===== src/hw/cfg_bank_defs.svh =====
/*
  Offsets, field positions, reset values and interrupt codes of the
  device configuration bank.
  Assumes a 32-bit APB with byte strobes; included by bare name.
*/
// Behaviour
// - channel window writes only its own mode bit
// - soft-reset byte write-only, bits self-clear
// - sixteen pin interrupt mask bits, reset zero
// - sixteen pin level bits, reset zero
// - sixteen pin output enable bits, reset zero
// - sixteen pin polarity bits, reset zero
// - sixteen pin open-drain bits, reset zero
// - bytes reachable singly or packed in words
// - timer control plus 16-bit value, reset zero
// - four interrupt bytes read-only, one word
// - fixed revision and id, eeprom byte RW
// - pin function bytes reset to all ones
// - summary bit n set while channel n requests
// - 3-bit code per channel, globals in channel 0
// - wake event cleared by summary byte read
`ifndef CFG_BANK_DEFS_SVH
`define CFG_BANK_DEFS_SVH

`define OFF_IRQ_SUMMARY 8'h80
`define OFF_IRQ_CODE1 8'h81
`define OFF_TIMER_CTL 8'h84
`define OFF_RSVD_A 8'h85
`define OFF_TIMER_LOW 8'h86
`define OFF_TIMER_HIGH 8'h87
`define OFF_SAMPLE_8X 8'h88
`define OFF_SAMPLE_4X 8'h89
`define OFF_SOFT_RESET 8'h8A
`define OFF_SLEEP 8'h8B
`define OFF_REVISION 8'h8C
`define OFF_IDENT 8'h8D
`define OFF_EEPROM 8'h8E
`define OFF_PIN_MASK_LO 8'h8F
`define OFF_PIN_LEVEL_LO 8'h90
`define OFF_PIN_OUT_LO 8'h91
`define OFF_PIN_POL_LO 8'h92
`define OFF_PIN_FUNC_LO 8'h93
`define OFF_PIN_OD_LO 8'h94
`define OFF_PIN_MASK_HI 8'h95
`define OFF_PIN_LEVEL_HI 8'h96
`define OFF_PIN_OUT_HI 8'h97
`define OFF_PIN_POL_HI 8'h98
`define OFF_PIN_FUNC_HI 8'h99
`define OFF_PIN_OD_HI 8'h9A
`define OFF_RSVD_TAIL 8'h9B
`define OFF_EVT_STATUS 8'hA0
`define OFF_EVT_MASK 8'hA4

`define RST_BYTE_ZERO 8'h00
`define RST_PIN_FUNC 8'hFF

`define EVT_BIT_WAKE 0
`define EVT_BIT_TIMER 1
`define EVT_BIT_PIN 2

`define CODE_NONE 3'h0
`define CODE_PIN 3'h6
`define CODE_TIMER 3'h7

`define ALL_ASLEEP 8'hFF

`endif


===== src/hw/cfg_bank_pkg.sv =====
/*
  Types shared by the configuration bank and its interrupt unit.
  Assumes the constants header is included where offsets are needed.
*/
package cfg_bank_pkg;
  typedef logic [7:0] cfg_byte_t;
  typedef logic [2:0] chan_idx_t;
  typedef logic [2:0] irq_code_t;
  typedef enum logic {ST_IDLE, ST_ANSWER} apb_state_t;
endpackage


===== src/hw/cfg_irq_if.sv =====
/*
  Carrier between the register bank and its interrupt unit.
  Assumes both ends run on the same pclk.
*/
`timescale 1ns/1ns
interface cfg_irq_if;
  import cfg_bank_pkg::*;
  logic [7:0] uart_req;
  logic [23:0] uart_code;
  logic timer_evt;
  logic pin_evt;
  logic wake_evt;
  logic summary_rd;
  logic status_clr_we;
  logic mask_we;
  cfg_byte_t wdata;
  cfg_byte_t status;
  cfg_byte_t mask;
  logic [31:0] int_word;
  logic irq;
  modport bank (
    output uart_req, uart_code, timer_evt, pin_evt, wake_evt, summary_rd,
    output status_clr_we, mask_we, wdata,
    input status, mask, int_word, irq
  );
  modport unit (
    input uart_req, uart_code, timer_evt, pin_evt, wake_evt, summary_rd,
    input status_clr_we, mask_we, wdata,
    output status, mask, int_word, irq
  );
endinterface


===== src/hw/device_config_register_bank.sv =====
/*
  Device configuration register bank behind an APB slave: interrupt
  summary and codes, timer settings, per-channel sampling, soft-reset
  and sleep bytes, identity bytes, EEPROM control, pin control bytes.
  Assumes UART requests, codes and events come from pclk logic.
  Each channel window repeats the bank every 0x400 bytes.
*/
`timescale 1ns/1ns
`include "cfg_bank_defs.svh"
module device_config_register_bank #(
  parameter int ADDR_W = 14,
  parameter logic [7:0] REVISION_CODE = 8'h01, // Arbitrary value
  parameter logic [7:0] IDENT_CODE = 8'h5A // Arbitrary value
) (
  input wire logic pclk,
  input wire logic presetn,
  input wire logic psel,
  input wire logic penable,
  input wire logic pwrite,
  input wire logic [ADDR_W-1:0] paddr,
  input wire logic [31:0] pwdata,
  input wire logic [3:0] pstrb,
  output logic [31:0] prdata,
  output logic pready,
  output logic pslverr,
  input wire logic [7:0] uart_irq_req,
  input wire logic [23:0] uart_irq_code,
  input wire logic timer_event,
  input wire logic pin_event,
  output logic irq,
  output cfg_bank_pkg::cfg_byte_t timer_control,
  output logic [15:0] timer_value,
  output cfg_bank_pkg::cfg_byte_t eight_times_sampling,
  output cfg_bank_pkg::cfg_byte_t four_times_sampling,
  output cfg_bank_pkg::cfg_byte_t channel_soft_reset,
  output cfg_bank_pkg::cfg_byte_t channel_sleep_enable,
  output cfg_bank_pkg::cfg_byte_t eeprom_control,
  output logic [15:0] pin_irq_mask,
  output logic [15:0] pin_level,
  output logic [15:0] pin_output_ctl,
  output logic [15:0] pin_polarity,
  output logic [15:0] pin_function,
  output logic [15:0] pin_open_drain
);
  import cfg_bank_pkg::*;

  cfg_irq_if irq_bus ();

  apb_state_t state_r;
  logic wr_go;
  logic rd_go;
  logic mapped;
  chan_idx_t chan;
  cfg_byte_t chan_bit;
  cfg_byte_t low_off;
  logic [31:0] rd_word;
  cfg_byte_t sleep_prev_r;

  ////////////////////////////////////////////////////////////////////
  // Address decode helpers
  function automatic logic in_window(input logic [ADDR_W-1:0] a);
    in_window = (a[ADDR_W-1:13] == '0) && (a[9:8] == 2'b00);
  endfunction

  function automatic logic word_hit(input logic [ADDR_W-1:0] a, input cfg_byte_t off);
    word_hit = in_window(a) && (a[7:2] == off[7:2]);
  endfunction

  // One byte lane of the current write
  function automatic logic byte_we(input cfg_byte_t off);
    byte_we = wr_go && word_hit(paddr, off) && pstrb[off[1:0]];
  endfunction

  function automatic cfg_byte_t lane(input logic [31:0] w, input cfg_byte_t off);
    lane = w[{off[1:0], 3'b000} +: 8];
  endfunction

  // Only the issuing channel's bit changes
  function automatic cfg_byte_t chan_merge(input cfg_byte_t old, input cfg_byte_t nw,
                                           input cfg_byte_t m);
    chan_merge = (old & ~m) | (nw & m);
  endfunction

  ////////////////////////////////////////////////////////////////////
  // APB slave: one wait state, answer on the second access cycle
  assign low_off = {paddr[7:2], 2'b00};
  assign mapped = in_window(paddr) &&
    ((low_off >= `OFF_IRQ_SUMMARY && low_off <= `OFF_PIN_POL_HI) ||
     low_off == `OFF_EVT_STATUS || low_off == `OFF_EVT_MASK);
  assign wr_go = psel && penable && pready && pwrite;
  assign rd_go = psel && penable && pready && !pwrite;
  assign chan = paddr[12:10];
  assign chan_bit = 8'h01 << chan;

  always_ff @(posedge pclk or negedge presetn)
  begin
    if (!presetn)
      state_r <= ST_IDLE;
    else
    begin
      unique case (state_r)
        ST_IDLE:
          if (psel && penable)
            state_r <= ST_ANSWER;
        ST_ANSWER:
          state_r <= ST_IDLE;
      endcase
    end
  end

  always_ff @(posedge pclk or negedge presetn)
  begin
    if (!presetn)
    begin
      pready <= 1'b0;
      pslverr <= 1'b0;
    end
    else
    begin
      pready <= (state_r == ST_IDLE) && psel && penable;
      pslverr <= (state_r == ST_IDLE) && psel && penable && !mapped;
    end
  end

  ////////////////////////////////////////////////////////////////////
  // Read data, reserved and write-only bytes read as zero
  always_comb
  begin
    rd_word = 32'h0000_0000;
    if (mapped)
    begin
      unique case (low_off)
        `OFF_IRQ_SUMMARY: rd_word = irq_bus.int_word;
        `OFF_TIMER_CTL: rd_word = {timer_value, 8'h00, timer_control};
        `OFF_SAMPLE_8X: rd_word = {channel_sleep_enable, 8'h00,
                                   four_times_sampling, eight_times_sampling};
        `OFF_REVISION: rd_word = {pin_irq_mask[7:0], eeprom_control,
                                  IDENT_CODE, REVISION_CODE};
        `OFF_PIN_LEVEL_LO: rd_word = {pin_function[7:0], pin_polarity[7:0],
                                      pin_output_ctl[7:0], pin_level[7:0]};
        `OFF_PIN_OD_LO: rd_word = {pin_output_ctl[15:8], pin_level[15:8],
                                   pin_irq_mask[15:8], pin_open_drain[7:0]};
        `OFF_PIN_POL_HI: rd_word = {8'h00, pin_open_drain[15:8],
                                    pin_function[15:8], pin_polarity[15:8]};
        `OFF_EVT_STATUS: rd_word = {24'h00_0000, irq_bus.status};
        `OFF_EVT_MASK: rd_word = {24'h00_0000, irq_bus.mask};
        default: rd_word = 32'h0000_0000;
      endcase
    end
  end

  always_ff @(posedge pclk or negedge presetn)
  begin
    if (!presetn)
      prdata <= 32'h0000_0000;
    else if ((state_r == ST_IDLE) && psel && penable && !pwrite)
      prdata <= rd_word;
  end

  ////////////////////////////////////////////////////////////////////
  // Timer settings
  always_ff @(posedge pclk or negedge presetn)
  begin
    if (!presetn)
      timer_control <= `RST_BYTE_ZERO;
    else if (byte_we(`OFF_TIMER_CTL))
      timer_control <= lane(pwdata, `OFF_TIMER_CTL);
  end

  always_ff @(posedge pclk or negedge presetn)
  begin
    if (!presetn)
      timer_value <= {`RST_BYTE_ZERO, `RST_BYTE_ZERO};
    else
    begin
      if (byte_we(`OFF_TIMER_LOW))
        timer_value[7:0] <= lane(pwdata, `OFF_TIMER_LOW);
      if (byte_we(`OFF_TIMER_HIGH))
        timer_value[15:8] <= lane(pwdata, `OFF_TIMER_HIGH);
    end
  end

  ////////////////////////////////////////////////////////////////////
  // Per-channel sampling, soft-reset and sleep bytes
  always_ff @(posedge pclk or negedge presetn)
  begin
    if (!presetn)
      eight_times_sampling <= `RST_BYTE_ZERO;
    else if (byte_we(`OFF_SAMPLE_8X))
      eight_times_sampling <= chan_merge(eight_times_sampling,
                                         lane(pwdata, `OFF_SAMPLE_8X), chan_bit);
  end

  always_ff @(posedge pclk or negedge presetn)
  begin
    if (!presetn)
      four_times_sampling <= `RST_BYTE_ZERO;
    else if (byte_we(`OFF_SAMPLE_4X))
      four_times_sampling <= chan_merge(four_times_sampling,
                                        lane(pwdata, `OFF_SAMPLE_4X), chan_bit);
  end

  always_ff @(posedge pclk or negedge presetn)
  begin
    if (!presetn)
      channel_sleep_enable <= `RST_BYTE_ZERO;
    else if (byte_we(`OFF_SLEEP))
      channel_sleep_enable <= chan_merge(channel_sleep_enable,
                                         lane(pwdata, `OFF_SLEEP), chan_bit);
  end

  // Reset bit stands one cycle as the channel reset, then clears
  always_ff @(posedge pclk or negedge presetn)
  begin
    if (!presetn)
      channel_soft_reset <= `RST_BYTE_ZERO;
    else if (byte_we(`OFF_SOFT_RESET))
      channel_soft_reset <= lane(pwdata, `OFF_SOFT_RESET) & chan_bit;
    else
      channel_soft_reset <= `RST_BYTE_ZERO;
  end

  ////////////////////////////////////////////////////////////////////
  // Wake: all channels asleep, then any leaves sleep
  always_ff @(posedge pclk or negedge presetn)
  begin
    if (!presetn)
      sleep_prev_r <= `RST_BYTE_ZERO;
    else
      sleep_prev_r <= channel_sleep_enable;
  end

  ////////////////////////////////////////////////////////////////////
  // EEPROM control
  always_ff @(posedge pclk or negedge presetn)
  begin
    if (!presetn)
      eeprom_control <= `RST_BYTE_ZERO;
    else if (byte_we(`OFF_EEPROM))
      eeprom_control <= lane(pwdata, `OFF_EEPROM);
  end

  ////////////////////////////////////////////////////////////////////
  // Pin control bytes, low and high halves
  always_ff @(posedge pclk or negedge presetn)
  begin
    if (!presetn)
      pin_irq_mask <= {`RST_BYTE_ZERO, `RST_BYTE_ZERO};
    else
    begin
      if (byte_we(`OFF_PIN_MASK_LO))
        pin_irq_mask[7:0] <= lane(pwdata, `OFF_PIN_MASK_LO);
      if (byte_we(`OFF_PIN_MASK_HI))
        pin_irq_mask[15:8] <= lane(pwdata, `OFF_PIN_MASK_HI);
    end
  end

  always_ff @(posedge pclk or negedge presetn)
  begin
    if (!presetn)
      pin_level <= {`RST_BYTE_ZERO, `RST_BYTE_ZERO};
    else
    begin
      if (byte_we(`OFF_PIN_LEVEL_LO))
        pin_level[7:0] <= lane(pwdata, `OFF_PIN_LEVEL_LO);
      if (byte_we(`OFF_PIN_LEVEL_HI))
        pin_level[15:8] <= lane(pwdata, `OFF_PIN_LEVEL_HI);
    end
  end

  always_ff @(posedge pclk or negedge presetn)
  begin
    if (!presetn)
      pin_output_ctl <= {`RST_BYTE_ZERO, `RST_BYTE_ZERO};
    else
    begin
      if (byte_we(`OFF_PIN_OUT_LO))
        pin_output_ctl[7:0] <= lane(pwdata, `OFF_PIN_OUT_LO);
      if (byte_we(`OFF_PIN_OUT_HI))
        pin_output_ctl[15:8] <= lane(pwdata, `OFF_PIN_OUT_HI);
    end
  end

  always_ff @(posedge pclk or negedge presetn)
  begin
    if (!presetn)
      pin_polarity <= {`RST_BYTE_ZERO, `RST_BYTE_ZERO};
    else
    begin
      if (byte_we(`OFF_PIN_POL_LO))
        pin_polarity[7:0] <= lane(pwdata, `OFF_PIN_POL_LO);
      if (byte_we(`OFF_PIN_POL_HI))
        pin_polarity[15:8] <= lane(pwdata, `OFF_PIN_POL_HI);
    end
  end

  always_ff @(posedge pclk or negedge presetn)
  begin
    if (!presetn)
      pin_open_drain <= {`RST_BYTE_ZERO, `RST_BYTE_ZERO};
    else
    begin
      if (byte_we(`OFF_PIN_OD_LO))
        pin_open_drain[7:0] <= lane(pwdata, `OFF_PIN_OD_LO);
      if (byte_we(`OFF_PIN_OD_HI))
        pin_open_drain[15:8] <= lane(pwdata, `OFF_PIN_OD_HI);
    end
  end

  always_ff @(posedge pclk or negedge presetn)
  begin
    if (!presetn)
      pin_function <= {`RST_PIN_FUNC, `RST_PIN_FUNC};
    else
    begin
      if (byte_we(`OFF_PIN_FUNC_LO))
        pin_function[7:0] <= lane(pwdata, `OFF_PIN_FUNC_LO);
      if (byte_we(`OFF_PIN_FUNC_HI))
        pin_function[15:8] <= lane(pwdata, `OFF_PIN_FUNC_HI);
    end
  end

  ////////////////////////////////////////////////////////////////////
  // Interrupt unit hookup
  assign irq_bus.uart_req = uart_irq_req;
  assign irq_bus.uart_code = uart_irq_code;
  assign irq_bus.timer_evt = timer_event;
  assign irq_bus.pin_evt = pin_event;
  assign irq_bus.wake_evt = (sleep_prev_r == `ALL_ASLEEP) &&
                            (channel_sleep_enable != `ALL_ASLEEP);
  assign irq_bus.summary_rd = rd_go && word_hit(paddr, `OFF_IRQ_SUMMARY);
  // Bus terms spelled out: a call with constant arguments alone never re-evaluates
  assign irq_bus.status_clr_we = wr_go && word_hit(paddr, `OFF_EVT_STATUS) && pstrb[0];
  assign irq_bus.mask_we = wr_go && word_hit(paddr, `OFF_EVT_MASK) && pstrb[0];
  assign irq_bus.wdata = pwdata[7:0];

  cfg_irq_unit u_irq (
    .pclk(pclk),
    .presetn(presetn),
    .port(irq_bus.unit)
  );

  always_ff @(posedge pclk or negedge presetn)
  begin
    if (!presetn)
      irq <= 1'b0;
    else
      irq <= irq_bus.irq;
  end
endmodule


===== src/hw/cfg_irq_unit.sv =====
/*
  Sticky event status, mask, interrupt output and the packed
  interrupt summary/code word.
  Assumes request and code inputs are synchronous to pclk.
*/
`timescale 1ns/1ns
`include "cfg_bank_defs.svh"
module cfg_irq_unit (
  input wire logic pclk,
  input wire logic presetn,
  cfg_irq_if.unit port
);
  import cfg_bank_pkg::*;

  cfg_byte_t status_r;
  cfg_byte_t mask_r;
  logic [31:0] int_word_r;
  logic irq_r;
  cfg_byte_t set_vec;
  cfg_byte_t clr_vec;
  irq_code_t chan0_code;

  assign port.status = status_r;
  assign port.mask = mask_r;
  assign port.int_word = int_word_r;
  assign port.irq = irq_r;

  ////////////////////////////////////////////////////////////////////
  always_comb
  begin
    set_vec = 8'h00;
    set_vec[`EVT_BIT_WAKE] = port.wake_evt;
    set_vec[`EVT_BIT_TIMER] = port.timer_evt;
    set_vec[`EVT_BIT_PIN] = port.pin_evt;
    clr_vec = port.status_clr_we ? port.wdata : 8'h00;
    clr_vec[`EVT_BIT_WAKE] = clr_vec[`EVT_BIT_WAKE] | port.summary_rd;
  end

  // Set wins over a clear in the same cycle
  always_ff @(posedge pclk or negedge presetn)
  begin
    if (!presetn)
      status_r <= `RST_BYTE_ZERO;
    else
      status_r <= (status_r & ~clr_vec) | set_vec;
  end

  always_ff @(posedge pclk or negedge presetn)
  begin
    if (!presetn)
      mask_r <= `RST_BYTE_ZERO;
    else if (port.mask_we)
      mask_r <= port.wdata;
  end

  always_ff @(posedge pclk or negedge presetn)
  begin
    if (!presetn)
      irq_r <= 1'b0;
    else
      irq_r <= |(status_r & mask_r);
  end

  ////////////////////////////////////////////////////////////////////
  // Channel code first, then pin, then timer; wake reads as none
  always_comb
  begin
    if (port.uart_code[2:0] != `CODE_NONE)
      chan0_code = port.uart_code[2:0];
    else if (status_r[`EVT_BIT_PIN])
      chan0_code = `CODE_PIN;
    else if (status_r[`EVT_BIT_TIMER])
      chan0_code = `CODE_TIMER;
    else
      chan0_code = `CODE_NONE;
  end

  always_ff @(posedge pclk or negedge presetn)
  begin
    if (!presetn)
      int_word_r <= 32'h0000_0000;
    else
    begin
      int_word_r[7:1] <= port.uart_req[7:1];
      int_word_r[0] <= port.uart_req[0] | (|status_r[2:0]);
      int_word_r[31:11] <= port.uart_code[23:3];
      int_word_r[10:8] <= chan0_code;
    end
  end
endmodule


===== config.mk =====
export PLATFORM = sky130hd
export DESIGN_NAME = device_config_register_bank
export DESIGN_NICKNAME = d
export VERILOG_FILES = /design/src/hw/cfg_bank_pkg.sv /design/src/hw/cfg_irq_if.sv /design/src/hw/device_config_register_bank.sv /design/src/hw/cfg_irq_unit.sv
export VERILOG_INCLUDE_DIRS = /design/src /design/src/hw
export SDC_FILE = /design/constraint.sdc
export NUM_CORES = 1
export LEC_CHECK = 0
export BUFFER_PORTS_ARGS = -buffer_cell sky130_fd_sc_hd__buf_4
export CORE_ASPECT_RATIO = 0.75
export CORE_MARGIN = 4
export CORE_UTILIZATION = 40
export CTS_CLUSTER_DIAMETER = 100
export DETAILED_ROUTE_END_ITERATION = 6
export SLEW_MARGIN = 10
export SYNTH_ARGS = -nofsm -noshare
export SYNTH_HDL_FRONTEND = slang
export SYNTH_SLANG_ARGS = --single-unit

===== constraint.sdc =====
create_clock -name pclk -period 2.6 [get_ports pclk]
set_input_delay 0.13 -clock pclk [delete_from_list [all_inputs] [get_ports pclk]]
set_output_delay 0.13 -clock pclk [all_outputs]
set_load 0.02 [all_outputs]

==> results by group, run 1 <==
STA
  • Setup violators final: 0
  • Worst hold slack: 26.9 ps
  • Slew @ Worst Pin: 1090 ps
  • Max-slew violation count: 0
  • Fmax: 440 MHz
  • Final Skew: 10.3 ps
  • Final hold viol count: 0
  • Crit path time final: 2270 ps
  • RSZ-0062 raised after global routing: no
  • Period Utilization, post-route: 0.875
  • Max_slew headroom: 0.275
  • Total negative setup slack: 0 ps

GRT
  • Grt met2 use: 0.362
  • GRT met3 Usage: 0.0546
  • GR Layer Usage met1: 0.356
  • GRT Max-Usage Layer: met2
  • Pin count of the biggest net entering global routing: 74
  • Initial antenna violation count: 2
  • Vias in the first global route: 8,704
  • GRT overflow: 0
  • Global Route Usage Sum: 0.239
  • First-pass GRT wire length: 54.6 mm

Setup path
  • Crit end category: flip-flop
  • Startpoint Class: flip-flop
  • R2R Setup Slk: 330 ps
  • Worst EP arrival: ~2700 ps
  • Req. time, crit path: 3000 ps
  • Setup CP Type: flip-flop to flip-flop
  • CP Launch Point: pready
  • Reg-to-reg startpoint: pready
  • CP Max Fanout: 8

Logic synthesis
  • Seq/Total Area, Yosys: 0.586
  • Netlist Area Pre-Place: around 11,000 µm²
  • XOR/XNOR Fraction of Synth Area: 0
  • Post-synthesis mux area share: 0.217
  • Number of synthesized flops with an enable pin: 0
  • Cell variety after synth: 50
  • Post-synthesis adder-cell area fraction: 0
  • Synth Area in Simple Gates: 0.0777
  • Compound-Gate Fraction of Synth Area: 0.104
  • Yosys warns: 0
  • Largest family of logic cells by synthesized area: multiplexers
  • Mapped Cells: 814
  • Synth Area per Inst: about 13 µm²
  • Dominant synthesized flop cell: dfrtp_1
  • Post-synth net total: 903
  • Asr flop ratio synth: 1.00
  • Synth Register Bits: 253

Placed design
  • PortBufs: 281
  • DP HPWL: 25.5 mm
  • DP Area: 13,600 µm²
  • GPL Wtd Cong: 0.797

Die
  • Starting Density: 0.412
  • Core Rows: 51
  • I/O pins: roughly 280
  • Die Ht: approximately 150 µm
  • Die area: around 30,000 µm²
  • Die W: between 150 and 200 µm
  • CORE AREA: between 20,000 and 30,000 µm²

Detailed routing
  • Residual DRC count: 0
  • Routed WL: 36.5 mm
  • TritonRoute pass-1 iters: 5
  • Post-route ant nets: 0
  • Post-DR vias/cell: 5.43
  • Initial DRC count: 555
  • Vias: 8,431
  • WL per Instance: ~24 µm

Power
  • Reg power frac: 0.479
  • Switch share: 0.223
  • Power density cells: 549 nW/µm²
  • Sw Pwr: 1.86 mW
  • Clk pwr share: 0.454
  • Worst vdd ir: a little under 0.0004 V
  • Power share of the combinational group: 0.067
  • Lkg Pwr: between 7 and 8 nW
  • Pwr Total: 8.31 mW
  • Internal Power: 6.46 mW

Final layout
  • Area grow syn2layout: 39.8%
  • Fillers: approximately 2,200
  • Design area: 15,100 µm²
  • Final core utilization: 0.576
  • Layout cells sized above 1: 0.474
  • Net count, final: 1,278

Clock network
  • Later-pin clock latency in the skew report: between 500 and 600 ps
  • H-tree levels: 1
  • Clock root buffer: clkbuf_16
  • CTS Buf Count: 26
  • CTS tree: built
  • Post-CTS Setup Repair Bufs: 0
  • CTS max path bufs: 3
  • Reg clk slew, reported paths: 60 ps
  • Clock sinks: approximately 250

Outcome
  • Status: completed

Job
  • Max_cap viols: 0

Min path
  • Hold_sp: paddr[10]
  • Worst Hold Class: primary input to flip-flop
-- path summary, 6_finish.rpt --
check                                         end  cells after the start
setup reg to reg               pin_open_drain[14]                      6
hold / removal                          flip-flop                      4
min in group asynchronous  u_irq.port.int_word[2]                      2
hold reg to reg                               irq                      0
max in group asynchronous              prdata[19]                      3
setup / recovery               pin_open_drain[14]                      6
-- worst max-delay path, cell delays in order (launching register included) --
cell,delay (ps)
dfrtp_1,340
and3_1,180
nand2_1,60
buf_4,200
nor3_1,490
nand2_1,460
mux2_1,440
-- cells in the mapped netlist (all sizes together) (2+ instances only) --
library cell  instances  share of area
mux2                180           0.19
a211oi                5         0.0039
or3b                  3         0.0024
and3                 15         0.0087
a21boi                5         0.0035
or2                   2         0.0012
nand2                55          0.022
mux2i                30          0.028
o211ai                6         0.0042
a21oi                20         0.0092
dfrtp               237           0.55
a22oi                44          0.030
nand3                10         0.0046
clkbuf               27         0.0094
nor2                 24         0.0083
o31ai                 3         0.0021
and3b                 3         0.0024
nor4                  4         0.0065
o21ai                15         0.0069
nor2b                 7         0.0040
o22ai                16         0.0092
a22o                 30          0.024
dfstp                16          0.039
o32ai                 2         0.0016
a21o                  4         0.0028
o21bai                3         0.0021
nor3                  7         0.0032
nand2b                2         0.0012
nand4                 7         0.0040
nor3b                 3         0.0021
or3                   3         0.0017
buf                  13         0.0058
nor4b                 2         0.0016
nand4bb               2         0.0021
-- cell usage in the layout, fill, tap and decap left out, types with 3 or more instances in the layout --
| cell | synthesis | layout |
|---|---|---|
| nor2_1 | 24 | 24 |
| nand4_1 | 7 | 7 |
| nand3_1 | 10 | 10 |
| dfstp_2 | 16 | 16 |
| nor3b_1 | 3 | 3 |
| o211ai_1 | 6 | 6 |
| dfrtp_1 | 237 | 237 |
| o21ai_0 | 15 | 15 |
| mux2_2 | 177 | 177 |
| nand2_1 | 44 | 44 |
| buf_4 | 0 | 310 |
| dlygate4sd3_1 | 0 | 72 |
| clkinv_2 | 0 | 3 |
| o21bai_1 | 3 | 3 |
| nor3_1 | 7 | 7 |
| o22ai_1 | 16 | 16 |
| nand2_2 | 11 | 11 |
| mux2_1 | 3 | 3 |
| a21oi_1 | 20 | 20 |
| a22o_1 | 30 | 30 |
| a21o_1 | 4 | 4 |
| and3_1 | 15 | 15 |
| a22oi_1 | 44 | 44 |
| o31ai_1 | 3 | 3 |
| a21boi_0 | 5 | 5 |
| a211oi_1 | 4 | 4 |
| mux2i_1 | 30 | 30 |
| and3b_1 | 3 | 3 |
| clkbuf_1 | 27 | 6 |
| clkbuf_16 | 0 | 27 |
| nor4_4 | 3 | 3 |
| clkbuf_8 | 0 | 9 |
| buf_12 | 0 | 4 |
| nor2b_1 | 7 | 6 |
-- logic make-up (layout without fill, tap and decap cells) --
group                  Yosys count  count (layout)
AND/OR/NAND/NOR                152             152
multiplexers                   211             211
flip-flops                     253             253
other                            0               2
buffers and inverters           41             434
AO/OA/AOI/OAI                  157             157
-- power by group through the flow --
| stage | clock network, mW | logic, mW | registers [mW] |
|---|---|---|---|
| global placement | 0 | 0.477 | 4.05 |
| global route | 4.00 | 0.607 | 3.98 |
| floorplan | 0 | 0.139 | 4.05 |
| detailed placement | 0 | 0.478 | 4.05 |
| CTS | 3.84 | 0.564 | 3.98 |
| finish | 3.77 | 0.560 | 3.98 |
-- what timing repair did --
item,CTS,global route
endpoints found under the hold margin,278,0
hold buffers,72,0
resized for setup,0,0
-- per-layer routing --
layer	part of all wire	vias to the layer above
met5	0.00036	-
met1	0.47	4304
met2	0.45	270
met4	0.016	2
li1	-	3809
met3	0.071	46
-- final cells by class --
type | count | area, µm² | share of cell area
Antenna cell | 2 | 5.00 | 0.000330
Clock buffer | 42 | 822 | 0.0543
Clock inverter | 4 | 45.0 | 0.00297
Inverter | 1 | 3.75 | 0.000248
Multi-Input combinational cell | 520 | 4350 | 0.287
Sequential cell | 253 | 6350 | 0.419
Tap cell | 344 | 430 | 0.0284
Timing Repair Buffer | 387 | 3140 | 0.207
-- registers in the layout (all words and copies together) (netlist names), 16 cells and up, named ones only --
signal / cells
pin_open_drain: 16
pin_polarity: 16
pin_level: 16
u_irq.port.int_word: 32
pin_irq_mask: 16
pin_function: 16
prdata: 32
timer_value: 16
pin_output_ctl: 16
-- metrics by stage --
step                instances  setup WS [ps]
floorplan                 814            711
global placement         1433            161
detailed placement       1433            123
CTS                      1551            334
global route             1552            148
finish                   1553            326
No activity file was read; power rests on OpenSTA's default activity.
==> inputs of run 2 (changes only) <==
--- a/config.mk
+++ b/config.mk
@@ -10,6 +10,7 @@
 export CORE_ASPECT_RATIO = 0.75
 export CORE_MARGIN = 4
 export CORE_UTILIZATION = 40
+export CTS_BUF_LIST = sky130_fd_sc_hd__clkbuf_2 sky130_fd_sc_hd__clkbuf_4 sky130_fd_sc_hd__clkbuf_8
 export CTS_CLUSTER_DIAMETER = 100
 export DETAILED_ROUTE_END_ITERATION = 6
 export SLEW_MARGIN = 10
==> run 2 against run 1 <==
Effect of this change: sequential cell count unchanged; combinational power grew 1%; global-route usage rose by 0.41 points; setup slack lost 32 ps; die area did not move; count of clock-buffer cells in the layout increased by 22.
==> results by group, run 2 (same netlist as run 1, synthesis figures left out) <==
Outcome
  • Status: completed (unchanged)

GRT
  • Initial antenna violation count: 2 (unchanged)
  • Vias in the first global route: 8,821 (was 8,704)
  • Pin count of the biggest net entering global routing: 74 (unchanged)
  • Global Route Usage Sum: 0.243 (was 0.239)
  • GRT overflow: 0 (unchanged)
  • First-pass GRT wire length: 55.1 mm (was 54.6 mm)

Detailed routing
  • Post-route ant nets: 0 (unchanged)
  • Vias: 8,522 (was 8,431)
  • Residual DRC count: 0 (unchanged)
  • WL per Instance: 23.4 µm (was 23.5 µm)
  • Routed WL: 36.9 mm (was 36.5 mm)
  • Post-DR vias/cell: 5.41 (was 5.43)
  • TritonRoute pass-1 iters: 5 (unchanged)
  • Initial DRC count: 453 (was 555)

Final layout
  • Layout cells sized above 1: 0.485 (was 0.474)
  • Net count, final: 1,297 (was 1,278)
  • Final core utilization: 0.575 (was 0.576)
  • Area grow syn2layout: 39.6% (was 39.8%)
  • Commonest cells after routing, fill and taps aside: buf_4 (310), dfrtp_1 (237), mux2_2 (177) (unchanged)
  • Leading cell type in the layout, fill and taps excluded: buf_4 (unchanged)
  • Design area: 15,100 µm² (about the same)
  • Fillers: 2,271 (was 2,230)
  • Non-Filler Instances: 1,576 (was 1,553)

STA
  • RSZ-0062 raised after global routing: no (unchanged)
  • Fmax: 434 MHz (was 440 MHz)
  • Period Utilization, post-route: 0.887 (was 0.875)
  • Final Skew: 22.7 ps (was 10.3 ps)
  • Total negative setup slack: 0 ps (unchanged)
  • Max-slew violation count: 0 (unchanged)
  • Final hold viol count: 0 (unchanged)
  • Slew @ Worst Pin: 1080 ps (was 1090 ps)
  • Setup violators final: 0 (unchanged)
  • Worst hold slack: 78.5 ps (was 26.9 ps)
  • Crit path time final: 2310 ps (was 2270 ps)
  • Final WS setup: 294 ps (was 326 ps)
  • Max_slew headroom: 0.279 (was 0.275)

Clock network
  • Clock root buffer: clkbuf_8 (was clkbuf_16)
  • Post-CTS Setup Repair Bufs: 0 (unchanged)
  • CTS max path bufs: 3 (unchanged)
  • Clock sinks: 253 (unchanged)
  • CTS tree: built (unchanged)
  • H-tree levels: 2 (was 1)
  • Later-pin clock latency in the skew report: 550 ps (was 530 ps)
  • CTS Buf Count: 41 (was 26)
  • Reg clk slew, reported paths: 60 ps (about the same)

Placed design
  • DP HPWL: 25.5 mm (unchanged)
  • Placed Cells: 1,433 (unchanged)
  • Post-place setup slack: 123 ps (unchanged)
  • DP Area: 13,600 µm² (unchanged)
  • GPL Wtd Cong: 0.797 (unchanged)
  • PortBufs: 281 (unchanged)

Setup path
  • Crit end category: flip-flop (unchanged)
  • Startpoint Class: flip-flop (unchanged)
  • R2R Setup Slk: 290 ps (was 330 ps)
  • RR Endpoint: pin_open_drain[14] (unchanged)
  • Worst EP arrival: 2720 ps (was 2670 ps)
  • CP Max Fanout: 8 (unchanged)
  • Setup CP Type: flip-flop to flip-flop (unchanged)
  • Req. time, crit path: 3010 ps (was 3000 ps)
  • Reg-to-reg startpoint: pready (unchanged)
  • Reg2Reg Depth: 6 (unchanged)

Die
  • Die Ht: 151 µm (unchanged)
  • Die W: 198 µm (unchanged)
  • CORE AREA: 26,300 µm² (unchanged)
  • Core Rows: 51 (unchanged)
  • Die area: 29,800 µm² (unchanged)
  • Starting Density: 0.412 (unchanged)
  • I/O pins: 284 (unchanged)

Power
  • Power density cells: 529 nW/µm² (was 549 nW/µm²)
  • Worst vdd ir: 0.000405 V (was 0.000396 V)
  • Internal Power: 6.13 mW (was 6.46 mW)
  • Pwr Total: 8.00 mW (was 8.31 mW)
  • Reg power frac: 0.498 (was 0.479)
  • Lkg Pwr: 7.57 nW (was 7.56 nW)
  • Sw Pwr: 1.87 mW (was 1.86 mW)
  • Clk pwr share: 0.432 (was 0.454)
  • Power share of the combinational group: 0.071 (was 0.067)
  • Switch share: 0.234 (was 0.223)

Min path
  • Hold Path End: u_irq.port.status[0]
  • Worst Hold Class: primary input to flip-flop (unchanged)
  • Hold Crit Depth: 4 (unchanged)
  • Hold_sp: pwrite (was paddr[10])

Job
  • Max_cap viols: 0 (unchanged)
==> run 2: cell count changes in the layout (fill, tap and decap cells not counted), sizes merged <==
cell,delta
clkbuf,+22
bufinv,-1
clkinv,-2
dlygate4sd3,+4
==> run 2: worst max-delay path, cell delays in order (launching register included) <==
cell     delay [ps]
dfrtp_1         340
and3_1          170
nand2_1          60
buf_4           200
nor3_1          510
nand2_1         460
mux2_1          440
==> run 2: power groups by stage <==
stage          Sequential, mW  Clock, mW  Combinational [mW]
6_report                 3.98       3.45               0.566
3_3_place_gp             4.05          0               0.477
2_1_floorplan            4.05          0               0.139
3_5_place_dp             4.05          0               0.478
4_1_cts                  3.98       3.53               0.570
5_1_grt                  3.98       3.70               0.612
==> run 2: worst max path at each step <==
| stage | startpoint | to | slack [ps] | cells past startpoint |
|---|---|---|---|---|
| finish | pready | pin_open_drain[14] | 290 | 6 |
| global placement | paddr[9] | pin_open_drain[14] | 160 | 7 |
| CTS | pready | pin_open_drain[14] | 310 | 6 |
| floorplan | pready | pin_level[7] | 710 | 5 |
| detailed placement | paddr[9] | pin_open_drain[14] | 120 | 7 |
| global route | pready | pin_open_drain[14] | 130 | 6 |
==> run 2: per-layer routing <==
layer	vias to the layer above	routed length (µm)	global-route usage
met1	4354	17200	0.358
met4	2	470	0.0485
li1	3845	-	-
met2	277	16500	0.364
met5	-	13	0
met3	44	2730	0.0640
==> run 2: area by class of cell <==
class / instances / area [µm²] / area share
sequential: 253 / 6350 / 0.420
multi-input combinational: 520 / 4350 / 0.288
timing repair buffer: 391 / 3180 / 0.211
clock buffer: 64 / 793 / 0.0525
tap: 344 / 430 / 0.0285
clock inverter: 1 / 5.00 / 0.000331
antenna: 2 / 5.00 / 0.000331
inverter: 1 / 3.75 / 0.000248
==> run 2: what timing repair did <==
| action | 4_1_cts | 5_1_grt |
|---|---|---|
| resized for setup | 0 | 0 |
| hold buffers | 76 | 0 |
| hold endpoints to repair | 278 | 0 |
